### config.mk
export PLATFORM = sky130hd
export DESIGN_NAME = hcd_decoder
export DESIGN_NICKNAME = d
export VERILOG_FILES = /design/src/core/hcd_pkg.sv /design/src/core/hcd_ctx_onehot.sv /design/src/core/hcd_decoder.sv
export SDC_FILE = /design/constraint.sdc
export NUM_CORES = 1
export LEC_CHECK = 0
export BUFFER_PORTS_ARGS = -buffer_cell sky130_fd_sc_hd__buf_2
export CORE_MARGIN = 2
export CORE_UTILIZATION = 45
export CTS_CLUSTER_SIZE = 10
export DETAILED_ROUTE_END_ITERATION = 6
export HOLD_SLACK_MARGIN = 0.06
export PLACE_DENSITY = 0.74
export SLEW_MARGIN = 20
export SYNTH_ARGS = -nofsm -noshare
export SYNTH_HDL_FRONTEND = slang
export SYNTH_HIERARCHICAL = 1
export SYNTH_SLANG_ARGS = --single-unit
export TNS_END_PERCENT = 30
### constraint.sdc
create_clock -name ref_clk_i -period 4.4 [get_ports ref_clk_i]
set_clock_uncertainty 0.2 [all_clocks]
set_input_delay 0.22 -clock ref_clk_i [delete_from_list [all_inputs] [get_ports ref_clk_i]]
set_output_delay 0.22 -clock ref_clk_i [all_outputs]
set_load 0.02 [all_outputs]
### src/core/hcd_pkg.sv
// Constants and types shared by the host controller register space decoder
package hcd_pkg;

   // Window geometry
   localparam int          WIN_BYTES      = 2048;
   localparam int          ADDR_W         = 32;
   localparam int          OFS_W          = 11;
   localparam logic [31:0] WIN_BASE_ADDR  = 32'h0001_0000;  // Window base on the system bus

   // Region boundaries (byte offsets inside the window)
   localparam logic [10:0] CTRL_OFS_LO    = 11'h000;
   localparam logic [10:0] CTRL_OFS_HI    = 11'h17C;
   localparam logic [10:0] ASY_OFS_LO     = 11'h180;
   localparam logic [10:0] ASY_OFS_HI     = 11'h1FC;
   localparam logic [10:0] IT_OFS_LO      = 11'h200;
   localparam logic [10:0] IT_OFS_HI      = 11'h3FC;
   localparam logic [10:0] IR_OFS_LO      = 11'h400;
   localparam logic [10:0] IR_OFS_HI      = 11'h7FC;

   // Field positions inside the offset
   localparam int          CTRL_IDX_LSB   = 2;
   localparam int          CTRL_IDX_MSB   = 8;
   localparam int          ASY_SEL_LSB    = 5;
   localparam int          ASY_SEL_MSB    = 6;
   localparam int          ASY_REG_LSB    = 2;
   localparam int          ASY_REG_MSB    = 4;
   localparam int          IT_SEL_LSB     = 4;
   localparam int          IT_SEL_MSB     = 8;
   localparam int          IT_REG_LSB     = 2;
   localparam int          IT_REG_MSB     = 3;
   localparam int          IR_SEL_LSB     = 5;
   localparam int          IR_SEL_MSB     = 9;
   localparam int          IR_REG_LSB     = 2;
   localparam int          IR_REG_MSB     = 4;

   // Asynchronous context numbers
   localparam logic [1:0]  ASY_TX_REQ     = 2'h0;
   localparam logic [1:0]  ASY_TX_RESP    = 2'h1;
   localparam logic [1:0]  ASY_RX_REQ     = 2'h2;
   localparam logic [1:0]  ASY_RX_RESP    = 2'h3;

   // Context population: four async plus sixteen isochronous (range 8 to 64)
   localparam int          ASY_CTX_NUM    = 4;
   localparam int          IT_CTX_NUM     = 8;
   localparam int          IR_CTX_NUM     = 8;
   localparam int          CTX_TOTAL      = ASY_CTX_NUM + IT_CTX_NUM + IR_CTX_NUM;
   localparam int          CTX_NUM_W      = 7;
   localparam int          REG_IDX_W      = 7;
   localparam logic [6:0]  IT_CTX_BASE    = 7'h04;
   localparam logic [6:0]  IR_CTX_BASE    = 7'h0C;

   // Implemented register maps; a clear bit marks a reserved slot
   localparam logic [95:0] CTRL_IMPL_MASK = 96'h0000_00FF_1F00_0FFF_F631_E7FF;
   localparam logic [7:0]  ASY_IMPL_MASK  = 8'h0B;
   localparam logic [3:0]  IT_IMPL_MASK   = 4'hB;
   localparam logic [7:0]  IR_IMPL_MASK   = 8'h1B;

   // Quadlet access
   localparam logic [3:0]  QUAD_BYTE_EN   = 4'hF;
   localparam logic [1:0]  QUAD_ALIGN     = 2'h0;

   typedef enum logic [2:0] {
      REGION_NONE,
      REGION_CTRL,
      REGION_ASYNC,
      REGION_ISO_TX,
      REGION_ISO_RX
   } hcd_region_t;

endpackage

### src/core/hcd_ctx_onehot.sv
// One-hot context select built from a global context number
`timescale 1ns/1ps
module hcd_ctx_onehot
   import hcd_pkg::*;
(
   input  wire logic                          ctx_valid_i,
   input  wire logic [hcd_pkg::CTX_NUM_W-1:0] ctx_num_i,
   output      logic [hcd_pkg::CTX_TOTAL-1:0] ctx_hit_o
);

   // One comparator per implemented context
   genvar g;
   generate
      for (g = 0; g < CTX_TOTAL; g++)
      begin : g_ctx
         assign ctx_hit_o[g] = ctx_valid_i && (ctx_num_i == CTX_NUM_W'(g));
      end
   endgenerate

endmodule

### src/core/hcd_decoder.sv
// Register space decoder for the host controller register window
//
// Summary of operation
// All registers live inside one 2048-byte window and nothing outside it is decoded.
// The host uses only single quadlet-wide, quadlet-aligned reads and writes.
// The host never writes reserved locations because the effect is unpredictable.
// A read of a reserved location returns a value nobody may rely on.
// Offsets 11'h000 to 11'h17C are control registers, indexed by offset bits 8 to 2.
// Offsets 11'h180 to 11'h1FC are async contexts, a two-bit context and three-bit register.
// Offsets 11'h200 to 11'h3FC are iso transmit, a five-bit context and two-bit register.
// Offsets from 11'h400 up are iso receive, a five-bit context and three-bit register.
// Async select 2'h0 to 2'h3 are transmit request, transmit response, request and response receive.
// Exactly four async contexts and 8 to 64 iso contexts exist, at most 68 in all.
// The transmit select value is the iso transmit context number 0-31.
// The receive select value is the iso receive context number 0-31.
// No vendor registers exist; each window location is standard or reserved.
// The two low offset bits take no part in register selection.
`timescale 1ns/1ps
module hcd_decoder
   import hcd_pkg::*;
(
   input  wire logic                          ref_clk_i,
   input  wire logic                          rst_n_i,
   input  wire logic                          req_valid_i,
   input  wire logic                          req_write_i,
   input  wire logic [hcd_pkg::ADDR_W-1:0]    req_addr_i,
   input  wire logic [3:0]                    req_byte_en_i,
   output      logic                          dec_valid_o,
   output      logic                          dec_write_o,
   output      hcd_pkg::hcd_region_t          dec_region_o,
   output      logic [hcd_pkg::CTX_NUM_W-1:0] dec_ctx_num_o,
   output      logic [hcd_pkg::CTX_TOTAL-1:0] dec_ctx_hit_o,
   output      logic [hcd_pkg::REG_IDX_W-1:0] dec_reg_index_o,
   output      logic                          dec_reserved_o,
   output      logic                          dec_misaligned_o,
   output      logic                          dec_write_blocked_o
);

   ////////////////////////////////////////////////////////////////////////////////////////
   // Reset release

   logic rst_meta_reg;
   logic rst_sync_reg;

   // Two stages so the release never lands near a clock edge
   always_ff @(posedge ref_clk_i or negedge rst_n_i)
   begin
      if (!rst_n_i)
      begin
         rst_meta_reg <= 1'b0;
         rst_sync_reg <= 1'b0;
      end
      else
      begin
         rst_meta_reg <= 1'b1;
         rst_sync_reg <= rst_meta_reg;
      end
   end

   ////////////////////////////////////////////////////////////////////////////////////////
   // Address decode

   logic [OFS_W-1:0] ofs;
   logic             in_window;
   logic             is_ctrl;
   logic             is_async;
   logic             is_iso_tx;
   logic             is_iso_rx;
   logic [1:0]       async_context_select;
   logic [4:0]       iso_transmit_select;
   logic [4:0]       iso_rx_context_select;
   logic [6:0]       control_register_index;
   logic [2:0]       async_reg;
   logic [1:0]       iso_transmit_reg;
   logic [2:0]       iso_receive_reg;
   logic             it_ctx_present;
   logic             ir_ctx_present;

   // Upper address bits must match the window base exactly
   assign ofs         = req_addr_i[OFS_W-1:0];
   assign in_window   = (req_addr_i[ADDR_W-1:OFS_W] == WIN_BASE_ADDR[ADDR_W-1:OFS_W]);

   // Region split on the top offset bits; together they cover every offset
   assign is_iso_rx   = ofs[10];
   assign is_iso_tx   = !ofs[10] && ofs[9];
   assign is_async    = !ofs[10] && !ofs[9] && (ofs[8:7] == 2'b11);
   assign is_ctrl     = !ofs[10] && !ofs[9] && (ofs[8:7] != 2'b11);

   // Select fields; bits 1:0 are never looked at
   assign control_register_index = ofs[CTRL_IDX_MSB:CTRL_IDX_LSB];
   assign async_context_select   = ofs[ASY_SEL_MSB:ASY_SEL_LSB];
   assign async_reg              = ofs[ASY_REG_MSB:ASY_REG_LSB];
   assign iso_transmit_select    = ofs[IT_SEL_MSB:IT_SEL_LSB];
   assign iso_transmit_reg       = ofs[IT_REG_MSB:IT_REG_LSB];
   assign iso_rx_context_select  = ofs[IR_SEL_MSB:IR_SEL_LSB];
   assign iso_receive_reg        = ofs[IR_REG_MSB:IR_REG_LSB];

   // Iso selects above the built population fall into reserved space
   assign it_ctx_present = ({2'b00, iso_transmit_select} < CTX_NUM_W'(IT_CTX_NUM));
   assign ir_ctx_present = ({2'b00, iso_rx_context_select} < CTX_NUM_W'(IR_CTX_NUM));

   ////////////////////////////////////////////////////////////////////////////////////////
   // Region, context number, register index and reserved flag

   hcd_region_t              region;
   logic [CTX_NUM_W-1:0]     ctx_num;
   logic                     ctx_valid;
   logic [REG_IDX_W-1:0]     reg_index;
   logic                     slot_impl;
   logic                     reserved;
   logic                     misaligned;

   // Region priority is irrelevant: the four terms are mutually exclusive
   assign region    = !in_window ? REGION_NONE   :
                      is_ctrl    ? REGION_CTRL   :
                      is_async   ? REGION_ASYNC  :
                      is_iso_tx  ? REGION_ISO_TX : REGION_ISO_RX;

   // Async numbers are the select itself, iso numbers follow in order
   assign ctx_num   = is_async  ? {5'h00, async_context_select}             :
                      is_iso_tx ? IT_CTX_BASE + {2'b00, iso_transmit_select} :
                      is_iso_rx ? IR_CTX_BASE + {2'b00, iso_rx_context_select} :
                                  7'h00;

   assign ctx_valid = in_window && (is_async || (is_iso_tx && it_ctx_present) ||
                                    (is_iso_rx && ir_ctx_present));

   assign reg_index = is_ctrl   ? control_register_index    :
                      is_async  ? {4'h0, async_reg}         :
                      is_iso_tx ? {5'h00, iso_transmit_reg} :
                                  {4'h0, iso_receive_reg};

   // Unused map slots are reserved; no vendor space hides in them
   assign slot_impl = is_ctrl   ? CTRL_IMPL_MASK[control_register_index] :
                      is_async  ? ASY_IMPL_MASK[async_reg]              :
                      is_iso_tx ? (IT_IMPL_MASK[iso_transmit_reg] && it_ctx_present) :
                                  (IR_IMPL_MASK[iso_receive_reg] && ir_ctx_present);

   // Reads of reserved slots are flagged, never given a defined value
   assign reserved   = !slot_impl;
   // Only whole aligned quadlets are legal host accesses
   assign misaligned = (req_addr_i[1:0] != QUAD_ALIGN) || (req_byte_en_i != QUAD_BYTE_EN);

   logic [CTX_TOTAL-1:0] ctx_hit;

   hcd_ctx_onehot u_ctx_onehot (
      .ctx_valid_i (ctx_valid),
      .ctx_num_i   (ctx_num),
      .ctx_hit_o   (ctx_hit)
   );

   ////////////////////////////////////////////////////////////////////////////////////////
   // Output stage

   logic                 take;
   logic                 wr_ok;
   logic                 valid_reg;
   logic                 write_reg;
   hcd_region_t          region_reg;
   logic [CTX_NUM_W-1:0] ctx_num_reg;
   logic [CTX_TOTAL-1:0] ctx_hit_reg;
   logic [REG_IDX_W-1:0] reg_index_reg;
   logic                 reserved_reg;
   logic                 misaligned_reg;
   logic                 wr_block_reg;

   // Out-of-window requests are simply not ours to answer
   assign take  = req_valid_i && in_window;
   // Writes to reserved or malformed slots are dropped to contain the damage
   assign wr_ok = req_write_i && !reserved && !misaligned;

   // Strobes last one cycle; decoded fields hold until the next accepted request
   always_ff @(posedge ref_clk_i or negedge rst_sync_reg)
   begin
      if (!rst_sync_reg)
      begin
         valid_reg      <= 1'b0;
         write_reg      <= 1'b0;
         wr_block_reg   <= 1'b0;
         region_reg     <= REGION_NONE;
         ctx_num_reg    <= '0;
         ctx_hit_reg    <= '0;
         reg_index_reg  <= '0;
         reserved_reg   <= 1'b0;
         misaligned_reg <= 1'b0;
      end
      else
      begin
         valid_reg    <= take;
         write_reg    <= take && wr_ok;
         wr_block_reg <= take && req_write_i && !wr_ok;
         if (take)
         begin
            region_reg     <= region;
            ctx_num_reg    <= ctx_num;
            ctx_hit_reg    <= ctx_hit;
            reg_index_reg  <= reg_index;
            reserved_reg   <= reserved;
            misaligned_reg <= misaligned;
         end
      end
   end

   assign dec_valid_o         = valid_reg;
   assign dec_write_o         = write_reg;
   assign dec_write_blocked_o = wr_block_reg;
   assign dec_region_o        = region_reg;
   assign dec_ctx_num_o       = ctx_num_reg;
   assign dec_ctx_hit_o       = ctx_hit_reg;
   assign dec_reg_index_o     = reg_index_reg;
   assign dec_reserved_o      = reserved_reg;
   assign dec_misaligned_o    = misaligned_reg;
endmodule

==> flow_metrics.tcl, run 1 <==
set metrics [dict create \
    fin_area_sq_um 2890 \
    postSynthAreaPerCell_sq_um 8.60 \
    dpl.hpwl_microns 3800 \
    core_sq_um 4790 \
    hold_slack_ns 0.0860 \
    start_util_pct 47.1 \
    num-nets-final 396 \
    first_pass_iters 4 \
    start_kind "input pin" \
    fmax_ghz 0.349 \
    grt_max_degree 44 \
    ys_warn_count 6 \
    clockRootBuffer "clkbuf_8" \
    cts-resized-gates 0 \
    numCtsBuffers 5 \
    p_seq_share_pct 51.2 \
    finalCritPeriodShare_pct 65.2 \
    track_usage_pct 20.0 \
    synth_area_sq_um 2250 \
    drive_gt1_share_pct 28.3 \
    post-cts-setup-buffers 0 \
    slew_headroom_pct 64.1 \
    layout_min_cycle_time_ns 2.87 \
    ir_drop_mv 0.139 \
    power_frac_comb_pct 11.3 \
    wl_microns 5030 \
    synth-edff-count 0 \
    cts.reportedPaths.clkPinSlew_ns 0.08 \
    grt_pass1_wl_microns 8760 \
    synth-xor-area-share_pct 0.778 \
    setup_tns_ns 0 \
    power.density_nw_per_um2 268 \
    min_path_type "input pin to flop" \
    synth.most_common_cell "nand2_1" \
    post-route-util_pct 60.3 \
    switching_share_pct 23.0 \
    vias 2101 \
    synth-simple-area-share_pct 33.4 \
    finalSetupViolCount 0 \
    synth_flop_cell "dfrtp_1" \
    ys_ff_latch 43 \
    cts_tree "yes" \
    insertion_delay_ns 0.29 \
    cap_violations 0 \
    synth_area_leader_cell "dfrtp_1" \
    die_y_microns 74.7 \
    antenna_found_initial 0 \
    critPathArrivalTime_ns 2.84 \
    ios 82 \
    r2r_slack_ns 3.33 \
    syn_inst 262 \
    h-tree-depth 2 \
    largest_register_ffs 20 \
    insertedDiodeCount 0 \
    leakage_nw 1.58 \
    drcViolationCount 0 \
    first_iter_violations 97 \
    synth-adder-area-share_pct 3.33 \
    cp_max_fo 8 \
    hold_buffers 9 \
    pwr-share-clk_pct 37.5 \
    yosys.area.top_type_share_pct 47.8 \
    place_area_sq_um 2680 \
    synth_area_leaders "dfrtp_1, nand2_1, nor3_1" \
    tightest_slew_ns 0.533 \
    finalHoldViolations 0 \
    synth_compound_gate_area_share_pct 8.67 \
    switchingPower_mw 0.178 \
    synth_cell_types 42 \
    muxShareOfSynthArea_pct 1.00 \
    synth_top_family_by_area "simple AND/OR/NAND/NOR gates" \
    die_w_microns 74.7 \
    rsz0062_at_grt "false" \
    synth_common_cells "nand2_1, dfrtp_1, nor3_1" \
    drtAntennaViolNets 0 \
    grt_remaining_overflow 0 \
    area_growth_syn_to_layout_pct 28.2 \
    die_area_sq_um 5590 \
    async_flop_share_pct 100 \
    grt_pass1_vias 2102 \
    portBuffers 80 \
    seq_area_frac_synth_pct 47.8 \
    rows 25 \
    cts.sinks 43 \
    clock_path_buffers 2 \
    power.internal_mw 0.596 \
    post_drt_via_cell_ratio 5.04 \
    worstSetupPathType "input pin to flop" \
    worst_setup_path_end_kind "flop" \
    outcome "finished clean" \
    maxSlewViolCount 0 \
    place_congestion 0.863 \
    post_drt_wl_per_cell_microns 12.1 \
    critPathRequiredTime_ns 4.38 \
]
final timing paths:
kind	start	endpoint	cells past startpoint
hold reg to reg	rst_sync_reg$_DFF_PN0_	dec_write_blocked_o$_DFF_PN0_	1
max in group asynchronous	rst_n_i	rst_meta_reg$_DFF_PN0_	3
hold / removal	req_addr_i[0]	dec_misaligned_o$_DFFE_PN0P_	4
min in group asynchronous	rst_sync_reg$_DFF_PN0_	dec_write_blocked_o$_DFF_PN0_	1
setup / recovery	req_addr_i[7]	dec_write_o$_DFF_PN0_	8
setup reg to reg	dec_reserved_o$_DFFE_PN0P_	dec_reserved_o$_DFFE_PN0P_	2
power groups by stage:
stage	clock [mW]	sequential (mW)	combinational, mW
global placement	0	0.404	0.0798
finish	0.290	0.396	0.0873
detailed placement	0	0.404	0.0819
floorplan	0	0.409	0.0425
global route	0.310	0.396	0.0990
CTS	0.297	0.396	0.0876
through the flow:
stage / cells / power (mW) / setup slack (ns)
finish: 417 / 0.773 / 1.53
global route: 417 / 0.805 / 1.37
CTS: 416 / 0.781 / 1.60
detailed placement: 400 / 0.486 / 1.86
global placement: 400 / 0.484 / 1.91
floorplan: 264 / 0.452 / 2.26
placed cells by master (no fill, tap or decap), drive strengths merged, types with 2 or more instances in the layout:
cell and instances:
a2111oi 2, a21oi 4, a22o 2, buf 83
clkbuf 6, conb 4, dfrtp 43, dlygate4sd3 9
ha 6, inv 8, mux2 2, nand2 97
nand2b 5, nand3 4, nand4 2, nor2 8
nor3 20, nor4 11, nor4b 2, o21ai 9
o22ai 2, o31ai 2, or2 2, or2b 2
or4b 2
final cells by class:
cell class | instances | area (sq um)
clock inverters | 1 | 30.0
repair buffers | 92 | 517
fillers | 440 | 1900
clock buffers | 6 | 72.6
flip-flops and latches | 43 | 1080
well taps | 67 | 83.8
multi-input cells | 200 | 1080
inverters | 8 | 30.0
critical path, stage by stage:
cell and delay (ns):
dlygate4sd3_1 0.54, buf_2 0.18, ha_1 0.26, nor3_1 0.38, nand2_1 0.12, o21ai_0 0.46, nor4_1 0.11, dlygate4sd3_1 0.57
logic make-up after synthesis:
family	Yosys count
simple gates	157
flops	43
compound gates	29
buf+inv	21
fa+ha+maj	6
other cells	2
xor+xnor	2
mux	2
per-layer routing:
metal	GRT usage (%)	up-vias	routed length [microns]
met1	24.8	960	2270
met3	4.02	10	275
li1	-	1060	-
met4	6.55	0	87
met2	35.2	71	2400
met5	0	-	0
No activity file was read; power rests on OpenSTA's default activity.
==> run 2: changes to the inputs <==
clock period = 2.8 ns   (was 4.4 ns; I/O delays follow)
==> run 2 against run 1 <==
Core utilization increased by 2.9 points. Critical path depth increased by 1. Worst setup slack got worse by 1.4 ns. Sequential power increased by 59%. Total power increased by 63%. Flip-flop and latch count unchanged. Wire length increased by 7.7%.
==> flow_metrics.tcl, run 2 (synthesis gave the netlist of run 1 again) <==
set metrics [dict create \
    outcome "finished clean" \
    switching_share_pct 23.3 \
    maxSlewViolCount 0 \
    antenna_found_initial 0 \
    total_power_mw 1.26 \
    power.internal_mw 0.969 \
    finalHoldViolations 0 \
    core_sq_um 4790 \
    pwr-share-clk_pct 38.8 \
    p_seq_share_pct 49.7 \
    leakage_nw 1.63 \
    min_path_type "input pin to flop" \
    die_w_microns 74.7 \
    die_area_sq_um 5590 \
    grt_pass1_vias 2047 \
    power.density_nw_per_um2 418 \
    final_common_cell "nand2_1" \
    power_frac_comb_pct 11.5 \
    drcViolationCount 0 \
    slew_headroom_pct 39.2 \
    start_kind "input pin" \
    first_pass_iters 4 \
    cap_violations 0 \
    wl_met3_microns 296 \
    insertedDiodeCount 0 \
    ir_drop_mv 0.215 \
    place_congestion 0.898 \
    finalSetupViolCount 0 \
    fin_area_sq_um 3030 \
    first_iter_violations 140 \
    rsz0062_at_grt "true" \
    topRoutingLayerUsed "met4" \
    critPathArrivalTime_ns 2.70 \
    cts.sinks 43 \
    layout_min_cycle_time_ns 2.67 \
    drtAntennaViolNets 0 \
    insertion_delay_ns 0.29 \
    clock_path_buffers 2 \
    ios 82 \
    grt_remaining_overflow 0 \
    hold_slack_ns 0.0883 \
    cts_tree "yes" \
    switchingPower_mw 0.294 \
    worstSetupPathType "input pin to flop" \
    largest_register_ffs 20 \
    pre_cts_ws_ns 0.414 \
    grt_pass1_wl_microns 9000 \
    critPathRequiredTime_ns 2.83 \
    track_usage_pct 20.5 \
    drt-met1-wl_microns 2310 \
    cts.reportedPaths.clkPinSlew_ns 0.08 \
    grt_max_degree 44 \
    tightest_slew_ns 0.912 \
    post_drt_wl_per_cell_microns 12.7 \
    cp_max_fo 5 \
    portBuffers 80 \
    vias 2188 \
    fmax_ghz 0.375 \
    area_growth_syn_to_layout_pct 34.3 \
    final_cell_mix "nand2_1, buf_2, dfrtp_1" \
    num-nets-final 405 \
    fin_ws_ns 0.132 \
    worst_setup_path_end_kind "flop" \
    rows 25 \
    place_area_sq_um 2700 \
    wl_microns 5420 \
    h-tree-depth 2 \
    wl_met2_microns 2790 \
    drive_gt1_share_pct 30.6 \
    post_drt_via_cell_ratio 5.12 \
    finalCritPeriodShare_pct 95.3 \
    dpl.hpwl_microns 3950 \
    clockRootBuffer "clkbuf_8" \
    setup_tns_ns 0 \
    numCtsBuffers 5 \
    die_y_microns 74.7 \
    start_util_pct 47.1 \
]
==> run 2: worst paths after layout <==
kind / start / to / slack, ns / cells after the start
setup / recovery: req_addr_i[2] / dec_write_blocked_o$_DFF_PN0_ / 0.13 / 9
hold / removal: req_addr_i[9] / dec_reg_index_o[5]$_DFFE_PN0P_ / 0.09 / 4
setup reg to reg: dec_region_o[1]$_DFFE_PN0P_ / dec_region_o[1]$_DFFE_PN0P_ / 1.41 / 3
hold reg to reg: rst_meta_reg$_DFF_PN0_ / rst_sync_reg$_DFF_PN0_ / 0.16 / 0
max in group asynchronous: rst_sync_reg$_DFF_PN0_ / dec_valid_o$_DFF_PN0_ / 1.50 / 1
min in group asynchronous: rst_sync_reg$_DFF_PN0_ / dec_write_blocked_o$_DFF_PN0_ / 0.18 / 0
==> run 2: power groups by stage <==
stage / logic (mW) / registers [mW] / clock network (mW)
after floorplan: 0.0667 / 0.643 / 0
after global placement: 0.121 / 0.641 / 0
after detailed placement: 0.124 / 0.641 / 0
after CTS: 0.137 / 0.629 / 0.504
after global routing: 0.161 / 0.629 / 0.526
final: 0.145 / 0.628 / 0.490
==> run 2: final cells by class <==
| class | instances | area, sq um |
|---|---|---|
| tap | 67 | 83.8 |
| timing repair buffer | 100 | 588 |
| inverter | 8 | 30.0 |
| clock buffer | 6 | 82.6 |
| multi-input combinational | 201 | 1130 |
| fill | 423 | 1760 |
| clock inverter | 2 | 35.0 |
| sequential | 43 | 1080 |
==> run 2: stage by stage <==
step	instances	util, %
floorplan	264	-
global route	427	63.2
global placement	402	56.4
detailed placement	402	56.4
finish	427	63.2
CTS	425	62.0
==> run 2: routing by layer <==
layer,GRT usage (%),up-vias
met1,25.7,1024
met2,36.9,78
met5,0,-
met3,2.95,2
met4,5.95,0
li1,-,1084
==> run 2: critical path, cell delays in order <==
cell,delay [ns]
dlygate4sd3_1,0.53
buf_2,0.13
inv_1,0.13
ha_1,0.25
a2111oi_1,0.43
o311ai_0,0.16
o21ai_1,0.20
o311a_1,0.20
dlygate4sd3_1,0.53
==> run 2: repair_timing <==
item	CTS	global route
resized for setup	0	10
setup buffers	0	1
endpoints found under the hold margin	13	0
endpoints found under the setup margin	0	10
hold buffers	15	0
==> run 3: changes to the inputs <==
PLACE_DENSITY = 0.77   (was 0.74)
clock period = 2.2 ns   (was 2.8 ns; I/O delays follow)
==> run 3 against run 2 <==
Hold slack got worse by 0.019 ns. Total power increased by 22%. Flip-flop and latch count did not move. Critical endpoint unchanged.
==> flow_metrics.tcl, run 3 (synthesis gave the netlist of run 1 again) <==
set metrics [dict create \
    vias 2219 \
    final_cell_mix "nand2_1, buf_2, dfrtp_1" \
    fmax_ghz 0.476 \
    leakage_nw 1.66 \
    post_drt_wl_per_cell_microns 12.8 \
    grt_pass1_vias 2058 \
    dp.cells 416 \
    post_drt_via_cell_ratio 5.10 \
    die_area_sq_um 5590 \
    fillers 445 \
    slew_headroom_pct 66.0 \
    fin_ws_ns 0.0971 \
    worstSetupPathType "input pin to flop" \
    core_sq_um 4790 \
    place_congestion 0.885 \
    first_pass_iters 4 \
    start_util_pct 47.1 \
    largest_register_ffs 20 \
    power.density_nw_per_um2 508 \
    final_common_cell "nand2_1" \
    ios 82 \
    min_path_type "input pin to flop" \
    grt_max_degree 44 \
    dpl.hpwl_microns 4190 \
    finalHoldViolations 0 \
    grt_remaining_overflow 0 \
    pre_cts_ws_ns -0.184 \
    maxSlewViolCount 0 \
    layout_min_cycle_time_ns 2.10 \
    h-tree-depth 2 \
    numCtsBuffers 5 \
    drtAntennaViolNets 0 \
    num-nets-final 413 \
    cp_max_fo 5 \
    worst_setup_path_end_kind "flop" \
    grt_pass1_wl_microns 9140 \
    outcome "finished clean" \
    portBuffers 80 \
    finalSetupViolCount 0 \
    antenna_found_initial 0 \
    post-route-util_pct 63.3 \
    cts_tree "yes" \
    stdcell_count 435 \
    clockRootBuffer "clkbuf_8" \
    tightest_slew_ns 0.511 \
    first_iter_violations 100 \
    insertedDiodeCount 0 \
    cap_violations 0 \
    clock_path_buffers 2 \
    rows 25 \
    die_w_microns 74.7 \
    cts.sinks 43 \
    cts.reportedPaths.clkPinSlew_ns 0.08 \
    drive_gt1_share_pct 32.1 \
    die_y_microns 74.7 \
    insertion_delay_ns 0.30 \
    start_kind "input pin" \
    critPathRequiredTime_ns 2.19 \
    ir_drop_mv 0.242 \
    wl_microns 5570 \
    finalCritPeriodShare_pct 95.6 \
    area_growth_syn_to_layout_pct 34.6 \
    critPathArrivalTime_ns 2.09 \
    track_usage_pct 21.4 \
    drcViolationCount 0 \
    hold_slack_ns 0.0696 \
]
run 3: path summary, 6_finish.rpt:
check | start | end | slack, ns | cells past startpoint
setup reg to reg | dec_reserved_o$_DFFE_PN0P_ | dec_reserved_o$_DFFE_PN0P_ | 1.10 | 2
setup / recovery | req_addr_i[2] | dec_write_blocked_o$_DFF_PN0_ | 0.1 | 10
hold / removal | req_addr_i[7] | dec_reg_index_o[5]$_DFFE_PN0P_ | 0.07 | 4
max in group asynchronous | rst_n_i | rst_meta_reg$_DFF_PN0_ | 1.22 | 3
min in group asynchronous | rst_sync_reg$_DFF_PN0_ | dec_write_blocked_o$_DFF_PN0_ | 0.12 | 1
hold reg to reg | rst_sync_reg$_DFF_PN0_ | dec_write_blocked_o$_DFF_PN0_ | 0.12 | 1
run 3: repair_timing:
action,4_1_cts,5_1_grt
setup endpoints to repair,0,8
gates resized for setup,0,6
hold endpoints to repair,10,0
setup buffers,0,0
hold buffers,11,0
run 3: critical path, cell delays in order:
cell	delay (ns)
dlygate4sd3_1	0.53
buf_2	0.13
inv_1	0.13
ha_1	0.22
nor2_1	0.07
a21oi_1	0.12
a2bb2oi_1	0.18
o21ai_1	0.11
buf_4	0.16
o311a_1	0.33
run 3: area by class of cell:
type | instances | area (sq um) | share of cell area [%]
Clock buffer | 8 | 100 | 3.30
Inverter | 8 | 30.0 | 0.991
Multi-Input combinational cell | 200 | 1100 | 36.2
Sequential cell | 43 | 1080 | 35.5
Tap cell | 67 | 83.8 | 2.77
Timing Repair Buffer | 109 | 646 | 21.3
run 3: power breakdown:
part | switching (mW) | internal (mW) | leakage, nW
Clock | 0.257 | 0.286 | 0.0515
Sequential | 0.000532 | 0.792 | 0.596
Combinational | 0.117 | 0.0898 | 1.01
Total | 0.374 | 1.17 | 1.66
run 3: metal layers:
metal  global-route usage, %  vias to the layer above  share of wire, %
met5                       0                        -                 0
met4                    7.74                        0               1.9
met2                    36.6                       93                50
met3                    5.49                        7               7.2
li1                        -                     1102                 -
met1                    26.3                     1017                41
run 3: per-stage QoR:
stage	TNS (ns)	instance area (sq um)	power, mW
floorplan	0	2260	0.903
global placement	-0.516	2800	0.990
CTS	0	3010	1.55
finish	0	3030	1.54
detailed placement	-1.87	2800	0.995
global route	-0.0261	3030	1.61
